--- config.mk ---
export PLATFORM = sky130hd
export DESIGN_NAME = vpa_top
export DESIGN_NICKNAME = d
export VERILOG_FILES = /design/src/hw/vpa_sync2.v /design/src/hw/vpa_pin_sense.v /design/src/hw/vpa_top.v
export VERILOG_INCLUDE_DIRS = /design/src /design/src/hw
export SDC_FILE = /design/constraint.sdc
export NUM_CORES = 2
export LEC_CHECK = 0
export BUFFER_PORTS_ARGS = -buffer_cell sky130_fd_sc_hd__buf_2
export CORE_UTILIZATION = 29
export CTS_CLUSTER_DIAMETER = 150
export DETAILED_ROUTE_END_ITERATION = 7
export GPL_TIMING_DRIVEN = 0
export PLACE_DENSITY_LB_ADDON = 0.1
export RECOVER_POWER = 50
export SLEW_MARGIN = 20
export SYNTH_ARGS = -nofsm -noshare
export SYNTH_HDL_FRONTEND = slang
export SYNTH_SLANG_ARGS = --single-unit
--- constraint.sdc ---
create_clock -name clk_sys_in -period 7.4 [get_ports clk_sys_in]
set_clock_uncertainty 0.05 [all_clocks]
set_input_delay 0.74 -clock clk_sys_in [delete_from_list [all_inputs] [get_ports clk_sys_in]]
set_output_delay 0.74 -clock clk_sys_in [all_outputs]
set_load 0.05 [all_outputs]
--- src/hw/vpa_defines.vh ---
// constants for the virtual port alias and event output block
`ifndef VPA_DEFINES_VH
`define VPA_DEFINES_VH

`define VPA_AW 9
`define VPA_DW 8
`define VPA_NPORT 16
`define VPA_NPIN 128

// configuration register offsets
`define VPA_A_MULTI_PIN_CONFIG_MASK 9'h000
`define VPA_A_VMAP_A 9'h002
`define VPA_A_VMAP_B 9'h003
`define VPA_A_CLKEV 9'h004
`define VPA_A_EBI 9'h005
`define VPA_A_EVENT_OUT_CONTROL 9'h006
`define VPA_A_IRQ_STAT 9'h008
`define VPA_A_IRQ_MASK 9'h009

// virtual slot window: base + 4 * slot, then dir/out/in/flags
`define VPA_VWIN_TAG 5'h01
// physical port window: bit 8 set, port in [7:4], register in [3:0]
`define VPA_PWIN_BIT 8

// physical port register codes
`define VPA_R_DIR 4'h0
`define VPA_R_DIRSET 4'h1
`define VPA_R_DIRCLR 4'h2
`define VPA_R_DIRTGL 4'h3
`define VPA_R_OUT 4'h4
`define VPA_R_OUTSET 4'h5
`define VPA_R_OUTCLR 4'h6
`define VPA_R_OUTTGL 4'h7
`define VPA_R_IN 4'h8
`define VPA_R_MASK0 4'ha
`define VPA_R_MASK1 4'hb
`define VPA_R_FLAGS 4'hc
`define VPA_R_SENSE 4'hf

// clock_event_pin_route fields
`define VPA_CE_PIN4 7
`define VPA_CE_RTC 6
`define VPA_CE_EVPORT_HI 5
`define VPA_CE_EVPORT_LO 4
`define VPA_CE_CSEL_HI 3
`define VPA_CE_CSEL_LO 2
`define VPA_CE_CPORT_HI 1
`define VPA_CE_CPORT_LO 0
`define VPA_ROUTE_OFF 2'h0
`define VPA_PIN_ALT 3'h4
`define VPA_PIN_DEF 3'h7
`define VPA_ROUTE_BASE 7'h08

// writable bits of the ext bus route, event control and port flag registers
`define VPA_EBI_WMASK 8'h0f
`define VPA_EVSEL_WMASK 8'h07
`define VPA_FLAG_WMASK 8'h03

// input sense modes
`define VPA_SNS_BOTH 2'h0
`define VPA_SNS_RISE 2'h1
`define VPA_SNS_FALL 2'h2
`define VPA_SNS_LOW 2'h3

`define VPA_RST8 8'h00

`endif

--- src/hw/vpa_sync2.v ---
// two flip-flop synchroniser for the pin inputs
`timescale 1ns/1ps
`default_nettype none
module vpa_sync2 #(
   parameter W = 128
) (
   input wire clk_sys_in,
   input wire rst_b_in,
   input wire [W-1:0] async_in,
   output wire [W-1:0] sync_out
);
   reg [W-1:0] meta_q;
   reg [W-1:0] sync_q;

   always @(posedge clk_sys_in or negedge rst_b_in) begin
      if (!rst_b_in) begin
         meta_q <= {W{1'b0}};
         sync_q <= {W{1'b0}};
      end else begin
         meta_q <= async_in;
         sync_q <= meta_q;
      end
   end

   assign sync_out = sync_q;
endmodule // vpa_sync2
`default_nettype wire

--- src/hw/vpa_pin_sense.v ---
// per-port input sense matcher feeding the two port interrupts
`timescale 1ns/1ps
`default_nettype none
`include "vpa_defines.vh"
module vpa_pin_sense (
   input wire clk_sys_in,
   input wire rst_b_in,
   input wire [7:0] pins_in,
   input wire [1:0] sense_in,
   input wire [7:0] src0_in,
   input wire [7:0] src1_in,
   output wire hit0_out,
   output wire hit1_out
);
   reg [7:0] prev_q;
   reg [7:0] match;

   always @(posedge clk_sys_in or negedge rst_b_in) begin
      if (!rst_b_in) begin
         prev_q <= `VPA_RST8;
      end else begin
         prev_q <= pins_in;
      end
   end

   always @* begin
      case (sense_in)
         `VPA_SNS_BOTH: match = pins_in ^ prev_q;
         `VPA_SNS_RISE: match = pins_in & ~prev_q;
         `VPA_SNS_FALL: match = ~pins_in & prev_q;
         `VPA_SNS_LOW: match = ~pins_in;
         default: match = `VPA_RST8;
      endcase
   end

   assign hit0_out = |(match & src0_in);
   assign hit1_out = |(match & src1_in);
endmodule // vpa_pin_sense
`default_nettype wire

--- src/hw/vpa_top.v ---
// virtual port aliases, physical port registers and event output routing
//
// Chosen here: the plain strobed port.
`timescale 1ns/1ps
`default_nettype none
`include "vpa_defines.vh"
module vpa_top (
   input wire clk_sys_in,
   input wire rst_b_in,
   input wire [8:0] reg_addr_in,
   input wire [7:0] reg_wdata_in,
   input wire reg_wr_in,
   input wire reg_rd_in,
   output wire [7:0] reg_rdata_out,
   input wire [127:0] pin_in,
   output wire [127:0] pin_out_out,
   output wire [127:0] pin_oe_b_out,
   input wire [7:0] ev_chan_in,
   output wire [127:0] clk_pin_en_out,
   output wire [1:0] clk_src_sel_out,
   output wire rtc_out_en_out,
   output wire [3:0] ebi_route_out,
   output wire [7:0] pin_cfg_mask_out,
   output wire irq_out
);
   // decode result: valid, port, register code
   function [8:0] vpa_decode;
      input [8:0] a;
      input [15:0] vmaps;
      reg [1:0] slot;
      begin
         slot = a[3:2];
         vpa_decode = 9'h000;
         if (a[`VPA_PWIN_BIT]) begin
            vpa_decode = {1'b1, a[7:4], a[3:0]};
         end else if (a[8:4] == `VPA_VWIN_TAG) begin
            vpa_decode = {1'b1, vmaps[slot*4 +: 4], a[1:0], 2'b00};
         end
      end
   endfunction

   reg [7:0] mpc_mask_q;
   reg [7:0] vmap_a_q;
   reg [7:0] vmap_b_q;
   reg [7:0] clkev_q;
   reg [7:0] ebi_q;
   reg [7:0] event_out_control_q;
   reg [1:0] irq_stat_q;
   reg [1:0] irq_mask_q;
   reg [7:0] rdata_q;
   reg [7:0] rd_val;
   reg [127:0] pad_out_q;
   reg [127:0] pad_oe_b_q;
   reg [127:0] clk_mask_q;
   reg [127:0] ev_mask_d;
   reg [127:0] clk_mask_d;

   wire [8:0] dec;
   wire dv;
   wire [3:0] dport;
   wire [3:0] dreg;
   wire cfg_wr;
   wire [127:0] pins_s;
   wire [127:0] dir_w;
   wire [127:0] out_w;
   wire [31:0] flags_w;
   wire [127:0] mask0_w;
   wire [127:0] mask1_w;
   wire [31:0] sense_w;
   wire [15:0] set0_w;
   wire [15:0] set1_w;
   wire [15:0] new0_w;
   wire [15:0] new1_w;
   wire [1:0] ev_port;
   wire [1:0] clk_port;
   wire [2:0] route_pin;
   wire [6:0] ev_idx;
   wire [6:0] clk_idx;
   wire ev_bit;

   // alias resolves to the physical port
   assign dec = vpa_decode(reg_addr_in, {vmap_b_q, vmap_a_q});
   assign dv = dec[8];
   assign dport = dec[7:4];
   assign dreg = dec[3:0];
   assign cfg_wr = reg_wr_in && !reg_addr_in[`VPA_PWIN_BIT];

   vpa_sync2 #(
      .W(`VPA_NPIN)
   ) u_sync (
      .clk_sys_in(clk_sys_in),
      .rst_b_in(rst_b_in),
      .async_in(pin_in),
      .sync_out(pins_s)
   );

   genvar g;
   generate
      for (g = 0; g < `VPA_NPORT; g = g + 1) begin : g_port
         localparam [3:0] PIDX = g;
         reg [7:0] dir_q;
         reg [7:0] out_q;
         reg [1:0] flags_q;
         reg [7:0] m0_q;
         reg [7:0] m1_q;
         reg [1:0] sense_q;
         wire hit;
         wire h0;
         wire h1;
         wire [1:0] clr;
         wire [1:0] setv;

         assign hit = reg_wr_in && dv && (dport == PIDX);
         assign clr = (hit && dreg == `VPA_R_FLAGS) ? reg_wdata_in[1:0] : 2'b00;
         assign setv = {h1, h0};

         vpa_pin_sense u_sense (
            .clk_sys_in(clk_sys_in),
            .rst_b_in(rst_b_in),
            .pins_in(pins_s[g*8 +: 8]),
            .sense_in(sense_q),
            .src0_in(m0_q),
            .src1_in(m1_q),
            .hit0_out(h0),
            .hit1_out(h1)
         );

         always @(posedge clk_sys_in or negedge rst_b_in) begin
            if (!rst_b_in) begin
               dir_q <= `VPA_RST8;
               out_q <= `VPA_RST8;
               flags_q <= 2'b00;
               m0_q <= `VPA_RST8;
               m1_q <= `VPA_RST8;
               sense_q <= `VPA_SNS_BOTH;
            end else begin
               // set wins over a same-cycle clear
               flags_q <= (flags_q & ~clr) | setv;
               if (hit) begin
                  // alias and direct write share one path
                  case (dreg)
                     `VPA_R_DIR: dir_q <= reg_wdata_in;
                     `VPA_R_DIRSET: dir_q <= dir_q | reg_wdata_in;
                     `VPA_R_DIRCLR: dir_q <= dir_q & ~reg_wdata_in;
                     `VPA_R_DIRTGL: dir_q <= dir_q ^ reg_wdata_in;
                     `VPA_R_OUT: out_q <= reg_wdata_in;
                     `VPA_R_OUTSET: out_q <= out_q | reg_wdata_in;
                     `VPA_R_OUTCLR: out_q <= out_q & ~reg_wdata_in;
                     `VPA_R_OUTTGL: out_q <= out_q ^ reg_wdata_in;
                     `VPA_R_MASK0: m0_q <= reg_wdata_in;
                     `VPA_R_MASK1: m1_q <= reg_wdata_in;
                     `VPA_R_SENSE: sense_q <= reg_wdata_in[1:0];
                     default: dir_q <= dir_q;
                  endcase
               end
            end
         end

         assign dir_w[g*8 +: 8] = dir_q;
         assign out_w[g*8 +: 8] = out_q;
         assign flags_w[g*2 +: 2] = flags_q;
         assign mask0_w[g*8 +: 8] = m0_q;
         assign mask1_w[g*8 +: 8] = m1_q;
         assign sense_w[g*2 +: 2] = {1'b0, 1'b0} | sense_q;
         assign set0_w[g] = h0;
         assign set1_w[g] = h1;
         assign new0_w[g] = h0 && !flags_q[0];
         assign new1_w[g] = h1 && !flags_q[1];
      end
   endgenerate

   // configuration registers and interrupt status
   always @(posedge clk_sys_in or negedge rst_b_in) begin
      if (!rst_b_in) begin
         mpc_mask_q <= `VPA_RST8;
         vmap_a_q <= `VPA_RST8;
         vmap_b_q <= `VPA_RST8;
         clkev_q <= `VPA_RST8;
         ebi_q <= `VPA_RST8;
         event_out_control_q <= `VPA_RST8;
         irq_stat_q <= 2'b00;
         irq_mask_q <= 2'b00;
      end else begin
         irq_stat_q <= (irq_stat_q & ~((cfg_wr && reg_addr_in == `VPA_A_IRQ_STAT) ?
            reg_wdata_in[1:0] : 2'b00)) | {|new1_w, |new0_w};
         if (cfg_wr) begin
            case (reg_addr_in)
               `VPA_A_MULTI_PIN_CONFIG_MASK: mpc_mask_q <= reg_wdata_in;
               `VPA_A_VMAP_A: vmap_a_q <= reg_wdata_in;
               `VPA_A_VMAP_B: vmap_b_q <= reg_wdata_in;
               `VPA_A_CLKEV: clkev_q <= reg_wdata_in;
               `VPA_A_EBI: ebi_q <= reg_wdata_in & `VPA_EBI_WMASK;
               `VPA_A_EVENT_OUT_CONTROL: event_out_control_q <= reg_wdata_in & `VPA_EVSEL_WMASK;
               `VPA_A_IRQ_MASK: irq_mask_q <= reg_wdata_in[1:0];
               default: mpc_mask_q <= mpc_mask_q;
            endcase
         end
      end
   end

   // read mux
   always @* begin
      rd_val = `VPA_RST8;
      if (dv) begin
         case (dreg)
            `VPA_R_DIR: rd_val = dir_w[dport*8 +: 8];
            `VPA_R_OUT: rd_val = out_w[dport*8 +: 8];
            `VPA_R_IN: rd_val = pins_s[dport*8 +: 8];
            `VPA_R_MASK0: rd_val = mask0_w[dport*8 +: 8];
            `VPA_R_MASK1: rd_val = mask1_w[dport*8 +: 8];
            `VPA_R_FLAGS: rd_val = {6'h00, flags_w[dport*2 +: 2]};
            `VPA_R_SENSE: rd_val = {6'h00, sense_w[dport*2 +: 2]};
            default: rd_val = `VPA_RST8;
         endcase
      end else begin
         case (reg_addr_in)
            `VPA_A_MULTI_PIN_CONFIG_MASK: rd_val = mpc_mask_q;
            `VPA_A_VMAP_A: rd_val = vmap_a_q;
            `VPA_A_VMAP_B: rd_val = vmap_b_q;
            `VPA_A_CLKEV: rd_val = clkev_q;
            `VPA_A_EBI: rd_val = ebi_q;
            `VPA_A_EVENT_OUT_CONTROL: rd_val = event_out_control_q;
            `VPA_A_IRQ_STAT: rd_val = {6'h00, irq_stat_q};
            `VPA_A_IRQ_MASK: rd_val = {6'h00, irq_mask_q};
            default: rd_val = `VPA_RST8;
         endcase
      end
   end

   always @(posedge clk_sys_in or negedge rst_b_in) begin
      if (!rst_b_in) begin
         rdata_q <= `VPA_RST8;
      end else if (reg_rd_in) begin
         rdata_q <= rd_val;
      end else begin
         rdata_q <= `VPA_RST8;
      end
   end

   // event and clock pin routing; port code is route code plus one
   assign ev_port = clkev_q[`VPA_CE_EVPORT_HI:`VPA_CE_EVPORT_LO];
   assign clk_port = clkev_q[`VPA_CE_CPORT_HI:`VPA_CE_CPORT_LO];
   assign route_pin = clkev_q[`VPA_CE_PIN4] ? `VPA_PIN_ALT : `VPA_PIN_DEF;
   assign ev_idx = {2'b00, ev_port, route_pin} + `VPA_ROUTE_BASE;
   assign clk_idx = {2'b00, clk_port, route_pin} + `VPA_ROUTE_BASE;
   assign ev_bit = ev_chan_in[event_out_control_q[2:0]];

   always @* begin
      ev_mask_d = {`VPA_NPIN{1'b0}};
      clk_mask_d = {`VPA_NPIN{1'b0}};
      if (clk_port != `VPA_ROUTE_OFF) begin
         clk_mask_d[clk_idx] = 1'b1;
      end
      if (ev_port != `VPA_ROUTE_OFF &&
         !(clk_port != `VPA_ROUTE_OFF && clk_idx == ev_idx)) begin
         ev_mask_d[ev_idx] = 1'b1;
      end
   end

   always @(posedge clk_sys_in or negedge rst_b_in) begin
      if (!rst_b_in) begin
         pad_out_q <= {`VPA_NPIN{1'b0}};
         pad_oe_b_q <= {`VPA_NPIN{1'b1}};
         clk_mask_q <= {`VPA_NPIN{1'b0}};
      end else begin
         // port output value drives the pad, except the routed event pin, which takes ev_bit
         pad_out_q <= (out_w & ~ev_mask_d) | (ev_mask_d & {`VPA_NPIN{ev_bit}});
         pad_oe_b_q <= ~dir_w;
         clk_mask_q <= clk_mask_d;
      end
   end

   assign reg_rdata_out = rdata_q;
   assign pin_out_out = pad_out_q;
   assign pin_oe_b_out = pad_oe_b_q;
   assign clk_pin_en_out = clk_mask_q;
   assign clk_src_sel_out = clkev_q[`VPA_CE_CSEL_HI:`VPA_CE_CSEL_LO];
   assign rtc_out_en_out = clkev_q[`VPA_CE_RTC];
   assign ebi_route_out = ebi_q[3:0];
   assign pin_cfg_mask_out = mpc_mask_q;
   assign irq_out = |(irq_stat_q & irq_mask_q);
endmodule // vpa_top
`default_nettype wire

Yosys cells after proc, flatten, opt, wreduce, memory -nomap -nowiden
Cells that the tools add are included.

cells by class
  order comparisons = 5
  reductions and logical operators = 250
  equal/unequal tests = 84
  $mul = 0
  $add $sub $neg = 2
  bitwise gates (word level) = 266
  shift operators = 8
  muxes and demuxes = 80
  divide/modulo/power cells = 0

operators by type and width
  operator                                                         count
  8-bit case mux with 4 select lines                               48
  8-bit bitwise AND                                                96
  128-bit by 8-bit variable part select with 8-bit output          5
  8-bit bitwise XOR                                                48
  8-bit inverter                                                   33
  128-bit bitwise AND                                              2
  128-bit 2-to-1 mux                                               2
  128-bit inverter                                                 2
  8-bit OR                                                         32
  8-bit OR reduction                                               32
  2-bit AND reduction                                              87
  128-bit OR                                                       1
  1-bit logical AND                                                71
  2-bit == test, second input constant                             32
  8-bit case mux with 8 select lines                               1
  32-bit by 6-bit variable part select with 2-bit output           2
  8-bit case mux with 7 select lines                               1
  4-bit == test, second input constant                             13
  2-bit bitwise AND                                                18
  2-bit 2-to-1 mux                                                 18
  1-bit logical NOT                                                34
  2-bit inverter                                                   17
  2-bit OR                                                         17
  2-bit by 1-bit == test with 1-bit output, second input constant  16
  other kinds (25)                                                 67

storage, ports and cells
  memory bits (writable) = 0
  latch bits = 0
  bits in registers = 1395
  memories = 0
  bits in read-only memories = 0

Depth between registers and ports, before layout
  depth after elaboration = 10
  gate-level depth with buffers = 14

Modules after synthesis
A second synthesis with hierarchy kept.

unflattened totals
  cells, all modules = 6537
  area total of the unflattened synthesis = 68771.0 µm²

modules (own cells, without submodules)
  module         area each (µm²)  cells an instance  instances
  vpa_top        49072.1          4889               1
  vpa_pin_sense  830.8            87                 16
  vpa_sync2      6406.1           256                1

Worst setup path before layout
Ideal clock, no wire load.

  path kind = input-to-reg
  start = input port reg_wdata_in[7]
  end = register g_port[11].out_q[7]
  data required time = 7.220 ns
  stages on the path = 10
  setup slack = 3.260 ns
  data arrival time = 3.960 ns
  cells stage by stage = clkbuf_1 -> inv_1 -> clkbuf_1 -> clkbuf_1 -> ha_1 -> mux2i_1 -> o22a_1 -> nor2_1 -> o21ai_0 -> o21ai_0

between the ends
  word-level cells in the longest chain between the ends = 3

ends and longest elaborated chain
  item                                  line           text
  start: declaration                    vpa_top.v:11   input wire [7:0] reg_wdata_in,
  8-bit inverter                        vpa_top.v:148  `VPA_R_OUTCLR: out_q <= out_q & ~reg_wdata_in;
  8-bit bitwise AND                     vpa_top.v:148
  8-bit case mux with 4 select lines *  vpa_top.v:141  case (dreg)
  end signal: assignment                vpa_top.v:147  `VPA_R_OUTSET: out_q <= out_q | reg_wdata_in;
  end signal: assignment                vpa_top.v:148
  end signal: assignment                vpa_top.v:149  `VPA_R_OUTTGL: out_q <= out_q ^ reg_wdata_in;
  end: declaration                      vpa_top.v:102  reg [7:0] out_q;

Every way passes the cells marked *; elsewhere a longest branch is shown, timed or not.
A chain may end at the register's enable or synchronous reset.

Worst setup path after layout
  start = input port reg_addr_in[0]
  end = register rdata_q[0], in the netlist reg_rdata_out[0]

between the ends
  word-level cells in the longest chain between the ends = 6

ends and longest elaborated chain
  item                                   line           text
  start: declaration                     vpa_top.v:10   input wire [8:0] reg_addr_in,
  9-bit 2-to-1 mux                       vpa_top.v:36   end else if (a[8:4] == `VPA_VWIN_TAG) begin
  9-bit 2-to-1 mux                       vpa_top.v:34   if (a[`VPA_PWIN_BIT]) begin
  4-bit == test (tied with other cells)  vpa_top.v:205  case (dreg)
  8-bit case mux with 7 select lines     vpa_top.v:205
  8-bit 2-to-1 mux *                     vpa_top.v:204  if (dv) begin
  8-bit 2-to-1 mux *                     vpa_top.v:233  end else if (reg_rd_in) begin
  end signal: assignment                 vpa_top.v:232  rdata_q <= `VPA_RST8;
  end signal: assignment                 vpa_top.v:234  rdata_q <= rd_val;
  end signal: assignment                 vpa_top.v:236  rdata_q <= `VPA_RST8;
  end: declaration                       vpa_top.v:50   reg [7:0] rdata_q;

Marked as above.

==> flow_metrics.env <==
export IMPL_grt_ovfl_total=0
export IMPL_path_cells="buf_2 > clkbuf_1 > nand2_1 > nor2_1 > clkbuf_1 > clkbuf_1 > a222oi_1 > nand3_1 > nand4_1 > o21ai_0 > nand4_1 > a31oi_1"
export IMPL_cts_setup_buffers=0
export IMPL_io_pins=565
export IMPL_die_y_um=486
export IMPL_grt_max_degree=138
export IMPL_clk_path_buf_depth=3
export IMPL_slew_headroom_pct=-204
export IMPL_fmaxAchievable_mhz=152
export IMPL_drc=3
export IMPL_synth_area_um2=68000
export IMPL_final_cells=10600
export IMPL_met3_usage_pct=4.95
export IMPL_hp_class="reg2reg"
export IMPL_synth_warnings=0
export IMPL_path_common_cell="clkbuf_1"
export IMPL_worst_pin_slew_ns=4.56
export IMPL_maxCapViolCount=4
export IMPL_drtPass1Iterations=8
export IMPL_die_w_um=486
export IMPL_busiest_layer="met2"
export IMPL_power_mw=20.1
export IMPL_place_congestion=1.01
export IMPL_wl_um=335000
export IMPL_slew_violations=439
export IMPL_clkTransAtPathRegs_ns=0.06
export IMPL_final_hold_viol_count=0
export IMPL_fin_area_um2=82400
export IMPL_power_density_nw_per_um2=243
export IMPL_setup_viol=0
export IMPL_final_util_pct=35.4
export IMPL_via_count=56800
export IMPL_slowest_delay_ns=0.95
export IMPL_hold_ws_ns=0.262
export IMPL_ys_seq_area_share_pct=47.5
export IMPL_worstSkewPairLatency_ns=0.86
export IMPL_outcome="finished, violations left"
export IMPL_cts_inserted_buffers=158
export IMPL_grt_use_met1_pct=38.9
export IMPL_cts_sinks=1283
export IMPL_fin_nets=8217
export IMPL_cts_root_buf="clkbuf_16"
export IMPL_cts_repair_resized=0
export IMPL_fin_crit_ns=6.59
export IMPL_cp_required_ns=7.97
export IMPL_cp_max_fo=10
export IMPL_synthFlopType="dfrtp_1"
export IMPL_leakage_nw=38.1
export IMPL_dp_cells=10100
export IMPL_rsz0062_at_grt="no"
export IMPL_cts_tree="yes"
export IMPL_drt_iter0_markers=6706
export IMPL_syn2layout_area_growth_pct=21.2
export IMPL_hpwl_um=255000
export IMPL_syn_area_per_cell_um2=10.7
export IMPL_worst_slack_ns=0.807
export IMPL_slowest_stage="a31oi_1"
export IMPL_grt_pass1_vias=54700
export IMPL_htreeDepth=4
export IMPL_ys_types=79
export IMPL_synth_cells=6354
export IMPL_critPathKind="in2reg"
export IMPL_cp_end_kind="flip-flop"
export IMPL_worstPathArrival_ns=7.16
export IMPL_layout_common_cells="1155 x dfrtp_1, 776 x ha_1, 700 x o21ai_0"
export IMPL_core_um2=233000
export IMPL_io_buffers=442
export IMPL_synth_edf_count=0
export IMPL_synth_async_reset_ratio_pct=100
export IMPL_critPathLaunchType="input port"
export IMPL_via_per_inst=5.37
export IMPL_violations="DRC, capacitance limit, slew limit"
export IMPL_met2_usage_pct=41.4
export IMPL_antenna_found_initial=52
export IMPL_die_area_um2=236000
export IMPL_ant_nets=0
export IMPL_yosys_register_bits=1283
export IMPL_tns_ns=0
export IMPL_final_common_cell="dfrtp_1"
export IMPL_grt_pass1_wl_um=458000
export IMPL_grtUsageTotal_pct=27.9
export IMPL_postCtsHoldBufs=129
export IMPL_dp_worst_setup_slack_ns=0.345
export IMPL_place_area_um2=75800
export IMPL_min_period_over_period_pct=89.1
export IMPL_drive_gt1_share_pct=16.0
export IMPL_initial_core_util_pct=29.2
export IMPL_num_rows=177
export IMPL_post_drt_wl_per_cell_um=31.7
export IMPL_vdd_ir_drop_max_mv=0.183
logic make-up after synthesis:
| kind of cell | count (synthesis) | synth area share [%] |
|---|---|---|
| AOI/OAI and AO/OA | 1694 | 16.1 |
| DFF | 1283 | 47.5 |
| buffers and inverters | 1157 | 7.10 |
| and+or+nand+nor | 1056 | 6.94 |
| adders and majority gates | 776 | 14.3 |
| muxes | 384 | 8.06 |
| xor gates and xnor gates | 3 | 0.0387 |
| other | 1 | 0.00552 |
synth_stat cells, drive strengths merged (4+ instances only):
cell | number | area [um^2]
nor2 | 138 | 579
buf | 175 | 1140
nor2b | 15 | 93.8
a32oi | 15 | 131
a41oi | 11 | 96.3
nand2 | 572 | 2150
nand2b | 17 | 106
o2111ai | 5 | 43.8
clkbuf | 319 | 1200
nor3 | 65 | 348
o21ai | 705 | 3530
mux4 | 120 | 2700
a22o | 132 | 1160
a31oi | 19 | 119
ha | 776 | 9710
nand3 | 141 | 706
a22oi | 142 | 1070
o22ai | 109 | 682
dfstp | 128 | 3360
and2 | 17 | 106
o31ai | 10 | 75.1
a21o | 26 | 195
a211oi | 103 | 773
dfrtp | 1155 | 28900
o211ai | 24 | 180
a222oi | 126 | 1260
and3 | 5 | 31.3
mux2 | 104 | 1170
nand4 | 57 | 357
a221oi | 6 | 52.6
inv | 661 | 2480
nor3b | 4 | 35.0
a2111oi | 4 | 35.0
mux2i | 160 | 1600
o22a | 48 | 420
a21oi | 189 | 946
nand3b | 5 | 37.5
final cells by class:
class                   count  area [um^2]
repair buffers            659         4370
multi-input cells        4025        31400
flip-flops and latches   1283        32300
plain buffers             494         2400
inverters                 663         2490
diodes                     25         62.6
fillers                 23400       150000
clock inverters            81         1080
clock buffers             205         4410
well taps                3132         3920
power by group:
part	internal [mW]	switching, mW	total [mW]
registers	7.66	0.605	8.27
logic	0.982	2.57	3.55
clock network	4.74	3.50	8.24
total	13.4	6.67	20.1
worst max-delay path, delay by kind of cell:
family | cells | cell delay, ns
and+or+nand+nor | 5 | 1.97
AOI/OAI and AO/OA | 3 | 1.69
buffers and inverters | 4 | 2.71
sequential cells by signal, summed over array words and instances, names as in the netlist, 3 cells and up:
name	count
g_port.m1_q	128
pin_cfg_mask_out	8
g_port.dir_q	128
g_port.out_q	128
pin_oe_b_out	128
ebi_q	4
u_sync.meta_q	128
g_port.flags_q	32
g_port.sense_q	32
u_sync.sync_out	128
clk_pin_en_out	16
vmap_b_q	8
clkev_q	8
event_out_control_q	3
reg_rdata_out	8
vmap_a_q	8
g_port.m0_q	128
g_port.u_sense.prev_q	128
pin_out_out	128
final timing paths:
kind	start	slack, ns	to	cells past startpoint
setup / recovery	reg_addr_in[0]	0.81	reg_rdata_out[0]$_DFF_PN0_	12
hold / removal	u_sync.meta_q[99]$_DFF_PN0_	0.26	u_sync.sync_out[99]$_DFF_PN0_	0
setup reg to reg	vmap_b_q[4]$_DFFE_PN0P_	1.83	reg_rdata_out[1]$_DFF_PN0_	11
hold reg to reg	u_sync.meta_q[99]$_DFF_PN0_	0.26	u_sync.sync_out[99]$_DFF_PN0_	0
max in group asynchronous	rst_b_in	1.82	u_sync.meta_q[99]$_DFF_PN0_	3
min in group asynchronous	rst_b_in	0.40	g_port[14].out_q[4]$_DFFE_PN0P_	2
per-layer routing:
metal	routed length (um)	vias up
li1	-	24200
met1	147000	29300
met2	146000	2729
met3	25000	551
met4	17500	14
met5	103	-
Note: power is estimated with default switching activity, not from simulation.
